<file path="config.mk">
export PLATFORM = sky130hd
export DESIGN_NAME = ifd_dispatch
export DESIGN_NICKNAME = d
export VERILOG_FILES = /design/src/ifd_pkg.sv /design/src/ifd_dispatch.sv
export SDC_FILE = /design/constraint.sdc
export NUM_CORES = 1
export LEC_CHECK = 0
export ABC_AREA = 1
export BUFFER_PORTS_ARGS = -buffer_cell sky130_fd_sc_hd__clkbuf_2
export CAP_MARGIN = 40
export CORE_MARGIN = 5
export CORE_UTILIZATION = 55
export CTS_CLUSTER_DIAMETER = 80
export DETAILED_ROUTE_END_ITERATION = 10
export PLACE_DENSITY = 0.89
export RECOVER_POWER = 50
export SYNTH_ARGS = -nofsm -noshare
export SYNTH_HDL_FRONTEND = slang
export SYNTH_SLANG_ARGS = --single-unit
export TNS_END_PERCENT = 5
</file>
<file path="constraint.sdc">
create_clock -name clk_sys -period 3.5 [get_ports clk_sys]
set_input_delay 0.7 -clock clk_sys [delete_from_list [all_inputs] [get_ports clk_sys]]
set_output_delay 0.7 -clock clk_sys [all_outputs]
set_load 0.005 [all_outputs]
</file>
<file path="src/ifd_pkg.sv">
package ifd_pkg;
  // Clock and hold time for the restart input
  localparam int unsigned CLK_HZ = 250_000_000;
  localparam int unsigned RESTART_HOLD_MS = 1000;
  localparam int unsigned RESTART_HOLD_CYC = CLK_HZ / 1000 * RESTART_HOLD_MS;

  // Port function codes
  localparam int FSEL_W = 5;
  localparam logic [4:0] FN_NONE = 5'h00;
  localparam logic [4:0] FN_RESTART = 5'h03;
  localparam logic [4:0] FN_SERVO = 5'h04;
  localparam logic [4:0] FN_AUTO_START = 5'h05;
  localparam logic [4:0] FN_PAUSE = 5'h07;
  localparam logic [4:0] FN_PAUSE_CLR = 5'h08;
  localparam logic [4:0] FN_ERR_RESET = 5'h10;
  localparam logic [4:0] FN_HOME = 5'h12;

  // Register byte offsets
  localparam logic [11:0] ADDR_CTRL = 12'h000;
  localparam logic [11:0] ADDR_STATE = 12'h004;
  localparam logic [11:0] ADDR_IRQ_STAT = 12'h008;
  localparam logic [11:0] ADDR_IRQ_CLR = 12'h00C;
  localparam logic [11:0] ADDR_IRQ_EN = 12'h010;
  localparam logic [11:0] ADDR_FSEL_BASE = 12'h040;

  // Control fields and reset values
  localparam int CTRL_IOMON_BIT = 0;
  localparam int CTRL_AUTOSTART_BIT = 1;
  localparam logic [1:0] CTRL_RESET = 2'h3;
  localparam int STATE_SERVO_BIT = 0;
  localparam int STATE_PAUSE_BIT = 1;
  localparam int STATE_AUTO_BIT = 2;
  localparam int STATE_IN_LSB = 8;
  localparam int EV_W = 9;
  localparam logic [EV_W-1:0] IRQ_EN_RESET = 9'h000;

  typedef struct packed {
    logic restart;
    logic servo_on;
    logic servo_off;
    logic auto_start;
    logic auto_end;
    logic pause;
    logic pause_clr;
    logic err_reset;
    logic home_start;
  } ifd_cmd_t;

  typedef enum logic [1:0] {
    AUTO_IDLE = 2'b01,
    AUTO_RUN = 2'b10
  } ifd_auto_t;
endpackage : ifd_pkg

</file>
<file path="src/ifd_dispatch.sv">
// Operation
// Function 3 port held high one second without break issues a software restart.
// Function 4 port enables servo on rising edge, disables on falling edge.
// Function 5 with auto-start setting 0 starts program on rise, ends on fall.
// Default auto-start setting launches program after power-up or restart in auto mode.
// Function 7 port pauses operation on its falling edge.
// Function 8 port clears a pending pause on its rising edge.
// External equipment keeps the pause input high during normal running.
// Function 16 rising edge resets errors only of cancellation level or lower.
// Function 18 rising edge starts home return only with servo enabled.
// Monitor setting 0 suppresses I/O-board errors; 1 restores monitoring.
// Each input port has its own function-selection setting, indexed by port.
// Inputs synchronised; edges from current versus previous sample, one pulse each.
`timescale 1ns/1ps
module ifd_dispatch
  import ifd_pkg::*;
#(
  parameter int NUM_PORTS = 8,
  parameter int unsigned HOLD_CYC = RESTART_HOLD_CYC
) (
  // Clock and reset
  input logic clk_sys,
  input logic reset,
  // APB slave
  input logic [11:0] paddr,
  input logic psel,
  input logic penable,
  input logic pwrite,
  input logic [31:0] pwdata,
  output logic [31:0] prdata,
  output logic pready,
  output logic pslverr,
  // Input port pins
  input logic [NUM_PORTS-1:0] in_port,
  // Controller state
  input logic auto_mode,
  input logic err_minor,
  // Commands and status
  output ifd_cmd_t cmd,
  output logic servo_en,
  output logic paused,
  output logic auto_run,
  output logic io_mon_en,
  output logic irq
);
  localparam int CW = $clog2(HOLD_CYC + 1);
  localparam logic [CW-1:0] HOLD_LAST = CW'(HOLD_CYC - 1);

  function automatic logic [NUM_PORTS-1:0] fn_mask(
    input logic [NUM_PORTS*FSEL_W-1:0] codes,
    input logic [4:0] want
  );
    logic [NUM_PORTS-1:0] m;
    m = '0;
    for (int i = 0; i < NUM_PORTS; i++) begin
      m[i] = (codes[i*FSEL_W +: FSEL_W] == want);
    end
    return m;
  endfunction : fn_mask

  logic [NUM_PORTS-1:0] in_s1_r, in_s2_r, in_prev_r;
  logic [NUM_PORTS-1:0] rise, fall;
  logic [NUM_PORTS*FSEL_W-1:0] fsel_r;
  logic [NUM_PORTS-1:0] m_rst, m_srv, m_auto, m_pause, m_pclr, m_err, m_home;
  logic [1:0] ctrl_r;
  logic [EV_W-1:0] irq_stat_r, irq_en_r;
  logic [31:0] prdata_r;
  logic [CW-1:0] hold_cnt_r;
  logic hold_done_r;
  logic boot_pend_r;
  logic servo_en_r, paused_r;
  ifd_auto_t auto_r, auto_nxt;
  ifd_cmd_t cmd_r, cmd_nxt;
  logic acc, wr, setup;
  logic fsel_hit;
  logic [11:0] fsel_off;
  logic [$clog2(NUM_PORTS+1)-1:0] fsel_idx;
  logic addr_ok;
  logic hold_lvl;

  // two-stage sync
  always_ff @(posedge clk_sys) begin
    if (reset) begin
      in_s1_r <= '0;
      in_s2_r <= '0;
      in_prev_r <= '0;
    end else begin
      in_s1_r <= in_port;
      in_s2_r <= in_s1_r;
      in_prev_r <= in_s2_r;
    end
  end

  // edge compare
  assign rise = in_s2_r & ~in_prev_r;
  assign fall = ~in_s2_r & in_prev_r;

  // per-port selection
  assign m_rst = fn_mask(fsel_r, FN_RESTART);
  assign m_srv = fn_mask(fsel_r, FN_SERVO);
  assign m_auto = fn_mask(fsel_r, FN_AUTO_START);
  assign m_pause = fn_mask(fsel_r, FN_PAUSE);
  assign m_pclr = fn_mask(fsel_r, FN_PAUSE_CLR);
  assign m_err = fn_mask(fsel_r, FN_ERR_RESET);
  assign m_home = fn_mask(fsel_r, FN_HOME);

  // APB decode; the slave never waits
  assign setup = psel && !penable;
  assign acc = psel && penable;
  assign wr = acc && pwrite;
  assign fsel_off = paddr - ADDR_FSEL_BASE;
  assign fsel_hit = (paddr >= ADDR_FSEL_BASE) && (paddr[1:0] == 2'h0) &&
                    (fsel_off[11:2] < 10'(NUM_PORTS));
  assign fsel_idx = fsel_off[2 +: $clog2(NUM_PORTS+1)];
  assign addr_ok = fsel_hit || paddr == ADDR_CTRL || paddr == ADDR_STATE ||
                   paddr == ADDR_IRQ_STAT || paddr == ADDR_IRQ_CLR || paddr == ADDR_IRQ_EN;
  assign pready = 1'b1;
  assign pslverr = acc && !addr_ok;
  assign prdata = prdata_r;

  // Read data captured in setup so it is a flop by the access phase
  always_ff @(posedge clk_sys) begin
    if (reset) begin
      prdata_r <= 32'h0000_0000;
    end else if (setup && !pwrite) begin
      prdata_r <= 32'h0000_0000;
      case (paddr)
        ADDR_CTRL: prdata_r[1:0] <= ctrl_r;
        ADDR_STATE: begin
          prdata_r[STATE_SERVO_BIT] <= servo_en_r;
          prdata_r[STATE_PAUSE_BIT] <= paused_r;
          prdata_r[STATE_AUTO_BIT] <= (auto_r == AUTO_RUN);
          prdata_r[STATE_IN_LSB +: NUM_PORTS] <= in_s2_r;
        end
        ADDR_IRQ_STAT: prdata_r[EV_W-1:0] <= irq_stat_r;
        ADDR_IRQ_EN: prdata_r[EV_W-1:0] <= irq_en_r;
        default: begin
          if (fsel_hit) begin
            prdata_r[FSEL_W-1:0] <= fsel_r[fsel_idx*FSEL_W +: FSEL_W];
          end
        end
      endcase
    end
  end

  // monitor and auto-start settings
  always_ff @(posedge clk_sys) begin
    if (reset) begin
      ctrl_r <= CTRL_RESET;
    end else if (wr && paddr == ADDR_CTRL) begin
      ctrl_r <= pwdata[1:0];
    end
  end
  assign io_mon_en = ctrl_r[CTRL_IOMON_BIT];

  // function-selection store
  always_ff @(posedge clk_sys) begin
    if (reset) begin
      fsel_r <= '0;
    end else if (wr && fsel_hit) begin
      fsel_r[fsel_idx*FSEL_W +: FSEL_W] <= pwdata[FSEL_W-1:0];
    end
  end

  // hold timer; fires once per continuous hold
  assign hold_lvl = |(in_s2_r & m_rst);
  always_ff @(posedge clk_sys) begin
    if (reset || !hold_lvl) begin
      hold_cnt_r <= '0;
      hold_done_r <= 1'b0;
    end else if (hold_cnt_r == HOLD_LAST) begin
      hold_done_r <= 1'b1;
    end else begin
      hold_cnt_r <= hold_cnt_r + CW'(1);
    end
  end

  // boot launch pending after power-up or restart
  always_ff @(posedge clk_sys) begin
    if (reset) begin
      boot_pend_r <= 1'b1;
    end else begin
      boot_pend_r <= cmd_nxt.restart;
    end
  end

  always_comb begin
    cmd_nxt = '0;
    // restart after hold
    cmd_nxt.restart = hold_lvl && hold_cnt_r == HOLD_LAST && !hold_done_r;
    // servo edges
    cmd_nxt.servo_on = |(rise & m_srv);
    cmd_nxt.servo_off = |(fall & m_srv);
    // input-driven program start and end
    cmd_nxt.auto_start = !ctrl_r[CTRL_AUTOSTART_BIT] && |(rise & m_auto);
    cmd_nxt.auto_end = !ctrl_r[CTRL_AUTOSTART_BIT] && |(fall & m_auto) &&
                       auto_r == AUTO_RUN;
    // automatic launch
    if (boot_pend_r && ctrl_r[CTRL_AUTOSTART_BIT] && auto_mode) begin
      cmd_nxt.auto_start = 1'b1;
    end
    // pause on falling edge
    cmd_nxt.pause = |(fall & m_pause);
    // pause release on rising edge
    cmd_nxt.pause_clr = |(rise & m_pclr);
    // error reset gated by severity
    cmd_nxt.err_reset = |(rise & m_err) && err_minor;
    // home needs servo on
    cmd_nxt.home_start = |(rise & m_home) && servo_en_r;
  end

  always_ff @(posedge clk_sys) begin
    if (reset) begin
      cmd_r <= '0;
    end else begin
      cmd_r <= cmd_nxt;
    end
  end
  assign cmd = cmd_r;

  // servo state; off edge wins if both land together
  always_ff @(posedge clk_sys) begin
    if (reset || cmd_nxt.restart || cmd_nxt.servo_off) begin
      servo_en_r <= 1'b0;
    end else if (cmd_nxt.servo_on) begin
      servo_en_r <= 1'b1;
    end
  end

  // pause set wins over release, the safer choice
  always_ff @(posedge clk_sys) begin
    if (reset || cmd_nxt.restart) begin
      paused_r <= 1'b0;
    end else if (cmd_nxt.pause) begin
      paused_r <= 1'b1;
    end else if (cmd_nxt.pause_clr) begin
      paused_r <= 1'b0;
    end
  end
  assign servo_en = servo_en_r;
  assign paused = paused_r;

  always_comb begin
    case (auto_r)
      AUTO_IDLE: auto_nxt = cmd_nxt.auto_start ? AUTO_RUN : AUTO_IDLE;
      AUTO_RUN: auto_nxt = cmd_nxt.auto_end ? AUTO_IDLE : AUTO_RUN;
      default: auto_nxt = AUTO_IDLE;
    endcase
  end

  // program run state
  always_ff @(posedge clk_sys) begin
    if (reset || cmd_nxt.restart) begin
      auto_r <= AUTO_IDLE;
    end else begin
      auto_r <= auto_nxt;
    end
  end
  assign auto_run = (auto_r == AUTO_RUN);

  // Sticky events; a new event beats a clear in the same cycle
  always_ff @(posedge clk_sys) begin
    if (reset) begin
      irq_stat_r <= '0;
    end else begin
      irq_stat_r <= (irq_stat_r & ~((wr && paddr == ADDR_IRQ_CLR) ? pwdata[EV_W-1:0] : '0))
                    | cmd_r;
    end
  end

  always_ff @(posedge clk_sys) begin
    if (reset) begin
      irq_en_r <= IRQ_EN_RESET;
    end else if (wr && paddr == ADDR_IRQ_EN) begin
      irq_en_r <= pwdata[EV_W-1:0];
    end
  end
  assign irq = |(irq_stat_r & irq_en_r);

  // restart only at full hold
  AST_R1_HOLD: assert property (@(posedge clk_sys) disable iff (reset)
    cmd_r.restart |-> $past(hold_cnt_r) == HOLD_LAST && $past(hold_lvl))
    else $error("restart without full hold");

  // servo follows port edge
  AST_R2_SERVO: assert property (@(posedge clk_sys) disable iff (reset)
    (|(rise & m_srv) && !(|(fall & m_srv)) && !cmd_nxt.restart) |=> servo_en_r ##0 cmd_r.servo_on)
    else $error("servo not enabled on rising edge");

  // input start runs program
  AST_R3_START: assert property (@(posedge clk_sys) disable iff (reset)
    (!ctrl_r[CTRL_AUTOSTART_BIT] && |(rise & m_auto) && !cmd_nxt.restart) |=> auto_run)
    else $error("program did not start on rising edge");

  // boot launch in auto mode
  AST_R4_BOOT: assert property (@(posedge clk_sys) disable iff (reset)
    (boot_pend_r && ctrl_r[CTRL_AUTOSTART_BIT] && auto_mode) |=> cmd_r.auto_start)
    else $error("no automatic launch after restart");

  // pause on falling edge
  AST_R5_PAUSE: assert property (@(posedge clk_sys) disable iff (reset)
    (|(fall & m_pause) && !cmd_nxt.restart) |=> paused_r)
    else $error("pause missed falling edge");

  // release clears pause
  AST_R6_CLEAR: assert property (@(posedge clk_sys) disable iff (reset)
    (paused_r && |(rise & m_pclr) && !(|(fall & m_pause))) |=> !paused_r)
    else $error("pause not cleared");

  // severity gate
  AST_R8_ERR: assert property (@(posedge clk_sys) disable iff (reset)
    cmd_r.err_reset |-> $past(err_minor) && $past(|(rise & m_err)))
    else $error("error reset not allowed");

  // home needs servo
  AST_R9_HOME: assert property (@(posedge clk_sys) disable iff (reset)
    cmd_r.home_start |-> $past(servo_en_r))
    else $error("home return without servo");

  // monitor setting reaches output
  AST_R10_MON: assert property (@(posedge clk_sys) disable iff (reset)
    (wr && paddr == ADDR_CTRL) |=> io_mon_en == $past(pwdata[CTRL_IOMON_BIT]))
    else $error("monitor setting not applied");

  // one pulse per edge
  AST_R12_PULSE: assert property (@(posedge clk_sys) disable iff (reset)
    cmd_r.servo_on |=> !cmd_r.servo_on)
    else $error("edge gave two pulses");

  // selection write lands
  AST_R11_FSEL: assert property (@(posedge clk_sys) disable iff (reset)
    (wr && fsel_hit) |=> fsel_r[$past(fsel_idx)*FSEL_W +: FSEL_W] == $past(pwdata[FSEL_W-1:0]))
    else $error("function selection not stored");

  COV_AUTO: cover property (@(posedge clk_sys) disable iff (reset)
    cmd_r.auto_start ##[1:50] cmd_r.auto_end);
  COV_RESTART: cover property (@(posedge clk_sys) disable iff (reset) cmd_r.restart);
  COV_PAUSE: cover property (@(posedge clk_sys) disable iff (reset)
    cmd_r.pause ##[1:50] cmd_r.pause_clr);
  COV_HOME: cover property (@(posedge clk_sys) disable iff (reset)
    servo_en_r ##1 cmd_r.home_start);
endmodule : ifd_dispatch

</file>
== Word-level counts from Yosys, hierarchy flattened ==
Index checks and enable logic that the tools add are counted.

* Bits in registers: 143

* Add/sub/neg operators: 3
* Multiply operators: 1
* Order comparisons: 2
* Equal/unequal tests: 63
* Shifts and indexed selects: 3
* Mux-type cells: 15
* Bitwise operators: 17
* Reduce and logical (&&, ||, !) cells: 48

{| class="wikitable"
|+ Operators with widths
! operator !! number
|-
| == test 5 x 3 -> 1 bit, second input constant || 24
|-
| bitwise AND 8 bit || 11
|-
| == test 5 bit, second input constant || 16
|-
| OR reduction 8 bit || 9
|-
| bitwise mux 40 bit || 1
|-
| == test 5 x 2 -> 1 bit, second input constant || 8
|-
| == test 5 x 4 -> 1 bit, second input constant || 8
|-
| variable shift 5 x 34 -> 40 bit, first input constant || 1
|-
| indexed part select 40 x 8 -> 5 bit || 1
|-
| indexed part select 5 x 34 -> 40 bit || 1
|-
| negation 7 -> 34 bit || 1
|-
| adder 28 x 1 -> 28 bit, second input constant || 1
|-
| == test 28 bit, second input constant || 1
|-
| == test 12 x 4 -> 1 bit, second input constant || 2
|-
| logical AND 1 bit || 20
|-
| bitwise AND 9 bit || 2
|-
| NOT 8 bit || 2
|-
| == test 12 x 3 -> 1 bit, second input constant || 1
|-
| == test 12 x 5 -> 1 bit, second input constant || 1
|-
| greater-or-equal comparator 12 x 7 -> 1 bit, second input constant || 1
|-
| logical NOT 12 bit || 1
|-
| subtractor 12 x 7 -> 12 bit, second input constant || 1
|-
| less-than comparator 10 x 4 -> 1 bit, second input constant || 1
|-
| two-way mux 9 bit || 1
|-
| 21 further kinds || 36
|}

== Depth between registers and ports, before layout ==
* Depth after elaboration: 10
* Mapped depth: 14
* Depth with buffers taken out: 12

== Worst setup path after synthesis ==
Ideal clock, no wire load.

* Path kind: in2out
* Start: in paddr[2]
* End: out pslverr
* Arrival time: 2.042 ns
* Data required time: 2.800 ns
* Setup slack: 0.758 ns
* Cell stages on the path: 9
* Path through: inv_2 clkbuf_1 buf_2 ha_1 nand2_1 nor2_1 nand2_1 nand4_1 nor4_1

* Longest elaborated chain between the ends: 10

{| class="wikitable"
|+ RTL lines
! item !! line !! source
|-
| start: declaration || ifd_dispatch.sv:25 || <nowiki>input logic [11:0] paddr,</nowiki>
|-
| subtractor 12 x 7 -> 12 bit / greater-or-equal comparator 12 x 7 -> 1 bit (equally long branches) || ifd_dispatch.sv:111, ifd_dispatch.sv:112 ||
|-
| less-than comparator 10 x 4 -> 1 bit / logical AND 1 bit (equally long branches) || ifd_dispatch.sv:113, ifd_dispatch.sv:112 ||
|-
| logical AND 1 bit || ifd_dispatch.sv:112 || <nowiki>assign fsel_hit = (paddr >= ADDR_FSEL_BASE) && (paddr[1:0] == 2'h0) &&</nowiki>
|-
| logical OR 1 bit (3 in series) || ifd_dispatch.sv:115 || <nowiki>assign addr_ok = fsel_hit || paddr == ADDR_CTRL || paddr == ADDR_STATE ||</nowiki>
|-
| logical OR 1 bit || ifd_dispatch.sv:116 || <nowiki>paddr == ADDR_IRQ_STAT || paddr == ADDR_IRQ_CLR || paddr == ADDR_IRQ_EN;</nowiki>
|-
| logical OR 1 bit (*) || ifd_dispatch.sv:116 ||
|-
| logical NOT 1 bit (*) || ifd_dispatch.sv:118 || <nowiki>assign pslverr = acc && !addr_ok;</nowiki>
|-
| logical AND 1 bit (*) || ifd_dispatch.sv:118 ||
|-
| end: declaration || ifd_dispatch.sv:32 || <nowiki>output logic pslverr,</nowiki>
|}

Every way passes the cells marked *; elsewhere a longest branch is shown, timed or not.

== Final worst setup path ==
* Start: in paddr[3]
* End: out pslverr

Same word-level chain as after synthesis.

==> flow_summary.json <==
{
  "cts_resized": 0,
  "reg2reg_to": "hold_cnt_r[2]",
  "r2r_slack_ns": 1.20,
  "fillers": 1364,
  "yosys_register_bits": 143,
  "layout-drive-gt1-share": 0.0855,
  "pwr-share-clk": 0.486,
  "max_slew_margin": -0.449,
  "place_congestion": 0.962,
  "die_area_sq_um": 17000,
  "fp.dieH_um": 131,
  "status": "finished, violations left",
  "insertion_delay_ns": 0.43,
  "cts.clk_slew.worst_paths_ns": 0.06,
  "ys_types": 46,
  "setup_violations": 0,
  "areaGrowthSynthToFinish_pct": 12.1,
  "failed_checks": "max-capacitance violations, max-slew violations",
  "end_kind": "output pin",
  "muxShareOfSynthArea": 0,
  "cts_tree": "done",
  "yosys.area.top_type": "dfxtp_1",
  "cellLeakagePower_nw": 4.05,
  "netlist_instances": 1272,
  "tns_ns": 0,
  "worstPathCellList": "clkbuf_2, inv_2, ha_1, nand2_1, nor2_1, nand2_1, nand4_1, nor4_1, clkbuf_2",
  "timing.fmax_mhz": 322,
  "hold_path.class": "register to register",
  "start_util": 0.556,
  "synth_top_area_frac": 0.358,
  "hpwl_um": 17500,
  "timing_hold_violations_final": 0,
  "wire_per_inst_um": 15.0,
  "synthAdderAreaFrac": 0.0110,
  "critPathMaxStageDelay_ns": 0.28,
  "crit_arrival_ns": 2.41,
  "ir_drop_mv": 0.359,
  "syn_area_sq_um": 7990,
  "cts_setup_buffers": 0,
  "nNetsFinal": 1398,
  "grt_start_max_net_pins": 66,
  "final_cells": 1529,
  "crit_buf_inv": 3,
  "worstMarginPinSlew_ns": 2.17,
  "first_iter_violations": 794,
  "hp-start": "in_s1_r[4]",
  "io_buffers": 66,
  "worstPathRequired_ns": 2.80,
  "slew_violations": 46,
  "reg2reg_from": "fsel_r[33]",
  "multi_input_area_sq_um": 4160,
  "slowest_stage": "clkbuf_2",
  "ys_warn_count": 0,
  "internal-power_mw": 2.82,
  "ctsHoldBuffers": 0,
  "grt_antenna_before_repair": 0,
  "period_share": 0.888,
  "cp_max_fo": 13,
  "cts-root-buf": "clkbuf_16",
  "cts_buffers": 17,
  "grt_pass1_wl_um": 36200,
  "core_area_sq_um": 14400,
  "vias_per_cell": 5.36,
  "synth_edf_count": 0,
  "ant_nets": 0,
  "critPathTopFamily": "simple AND/OR/NAND/NOR gates",
  "p_comb_frac": 0.064,
  "seq_area_frac_synth": 0.358,
  "hold_depth": 2,
  "path_class": "input pin to output pin",
  "reg2regPathDepth": 10,
  "power.switching_mw": 0.883,
  "seq_area_sq_um": 2860,
  "die_w_um": 131,
  "rsz0062_at_grt": "false",
  "io_pins": 107,
  "grt-ovfl-total": 0,
  "rows": 44,
  "diodes": 0,
  "p_seq_frac": 0.450,
  "synth_compound_area_frac": 0.116,
  "synth_top_family_by_area": "simple AND/OR/NAND/NOR gates",
  "yosys.area_share.xor_xnor": 0.00893,
  "p_sw_frac": 0.239,
  "synth-simple-area-share": 0.377,
  "synth_area_leaders": "dfxtp_1, nand2_1, nor2_1",
  "vias": 8201,
  "finClkSkew_ns": 0.0153,
  "grt_pass1_vias": 7223,
  "async_flop_share": 0,
  "routed_wl_um": 22900,
  "grt_use_total": 0.269,
  "cts_max_level": 4,
  "clock_path_buffers": 2,
  "firstDrtPassIters": 7,
  "hold_path_end": "in_s2_r[4]",
  "place_inst": 1497,
  "worst_setup_path_start_kind": "input pin",
  "place_ws_ns": 0.429,
  "drc": 0,
  "layout_setup_ws_ns": 0.390,
  "max-cap-violations": 1,
  "finalCriticalPeriod_ns": 3.11,
  "cts_sinks": 143,
  "synth.avg_cell_area_sq_um": 6.28,
  "p_per_area_nw_per_um2": 413,
  "synthFlopType": "dfxtp_1"
}
==> power by group through the flow <==
| stage | Sequential [mW] | Clock [mW] | Combinational [mW] |
|---|---|---|---|
| global route | 1.67 | 1.89 | 0.264 |
| CTS | 1.67 | 1.81 | 0.236 |
| global placement | 1.70 | 0 | 0.228 |
| detailed placement | 1.70 | 0 | 0.233 |
| floorplan | 1.70 | 0 | 0.165 |
| finish | 1.67 | 1.80 | 0.238 |
==> Yosys cell counts, types with 4 or more instances <==
cell type	count
a21oi_1	77
nand2_1	277
nor3_2	6
clkbuf_1	23
ha_1	7
nor2_1	215
nor4_1	6
inv_1	189
nand4_1	30
inv_2	13
dfxtp_1	143
nand2_2	5
nor3_1	36
o21ai_1	13
nor2_2	4
buf_4	17
o211ai_1	7
xor2_1	4
or2_0	7
nor3b_1	6
o21ai_0	60
nand3_1	84
==> layout make-up <==
class	instances	area share
flip-flops and latches	143	0.320
well taps	184	0.0257
inverters	205	0.0865
clock buffers	21	0.0514
multi-input cells	893	0.464
repair buffers	72	0.0381
clock inverters	11	0.0145
==> flip-flops by register name, indices dropped and copies added, names as in the netlist, 2 cells and up <==
| name | flops |
|---|---|
| ctrl_r | 2 |
| auto_r | 2 |
| in_prev_r | 8 |
| hold_cnt_r | 28 |
| in_s2_r | 8 |
| irq_en_r | 9 |
| prdata | 16 |
| irq_stat_r | 9 |
| fsel_r | 40 |
| in_s1_r | 8 |
| cmd | 9 |
==> worst max path at each step <==
stage	start	slack (ns)	endpoint	cells past startpoint
2_1_floorplan	paddr[2]	0.76	pslverr	9
3_3_place_gp	paddr[3]	0.47	pslverr	9
3_5_place_dp	paddr[3]	0.43	pslverr	9
4_1_cts	paddr[3]	0.42	pslverr	9
5_1_grt	paddr[3]	0.27	pslverr	9
6_report	paddr[3]	0.39	pslverr	9
==> routing by layer <==
layer,share of wire,global-route usage,routed length [um]
met1,0.42,0.356,9650
met2,0.46,0.434,10500
met3,0.086,0.0524,1980
met4,0.031,0.105,716
met5,0,0,0
==> worst reg2reg max path: cells and delay by family, from the launching register on <==
kind                   cells  cell delay [ns]
AND/OR/NAND/NOR            8             1.01
buffers and inverters      2             0.77
flip-flops                 1             0.38
==> through the flow <==
step / hold slack [ns] / utilization / instance area [sq um] / power [mW]
2_1_floorplan: 0.388 / - / 8050 / 1.86
3_3_place_gp: 0.389 / 0.585 / 8400 / 1.93
5_1_grt: 0.415 / 0.623 / 8960 / 3.83
4_1_cts: 0.401 / 0.627 / 9010 / 3.71
6_report: 0.400 / 0.623 / 8960 / 3.70
3_5_place_dp: 0.393 / 0.586 / 8420 / 1.93
==> logic make-up after synthesis <==
| family | count (synthesis) |
|---|---|
| AOI/OAI and AO/OA | 173 |
| xor gates and xnor gates | 6 |
| adders and majority gates | 7 |
| buffers and inverters | 251 |
| DFF | 143 |
| other | 2 |
| and+or+nand+nor | 690 |
==> layout by cell type, fill, tap and decap left out, types with 12 or more instances in the layout <==
master / Yosys / layout
o21ai_0: 60 / 60
a21oi_1: 77 / 77
nor2_1: 215 / 217
nand3_1: 84 / 84
nor3_1: 36 / 35
nand4_1: 30 / 30
clkbuf_2: 0 / 45
conb_1: 2 / 17
inv_2: 13 / 12
inv_1: 189 / 189
dfxtp_1: 143 / 143
nand2_1: 277 / 278
clkbuf_1: 23 / 24
o21ai_1: 13 / 13
clkbuf_16: 0 / 17
(Power assumes the default switching activity.)
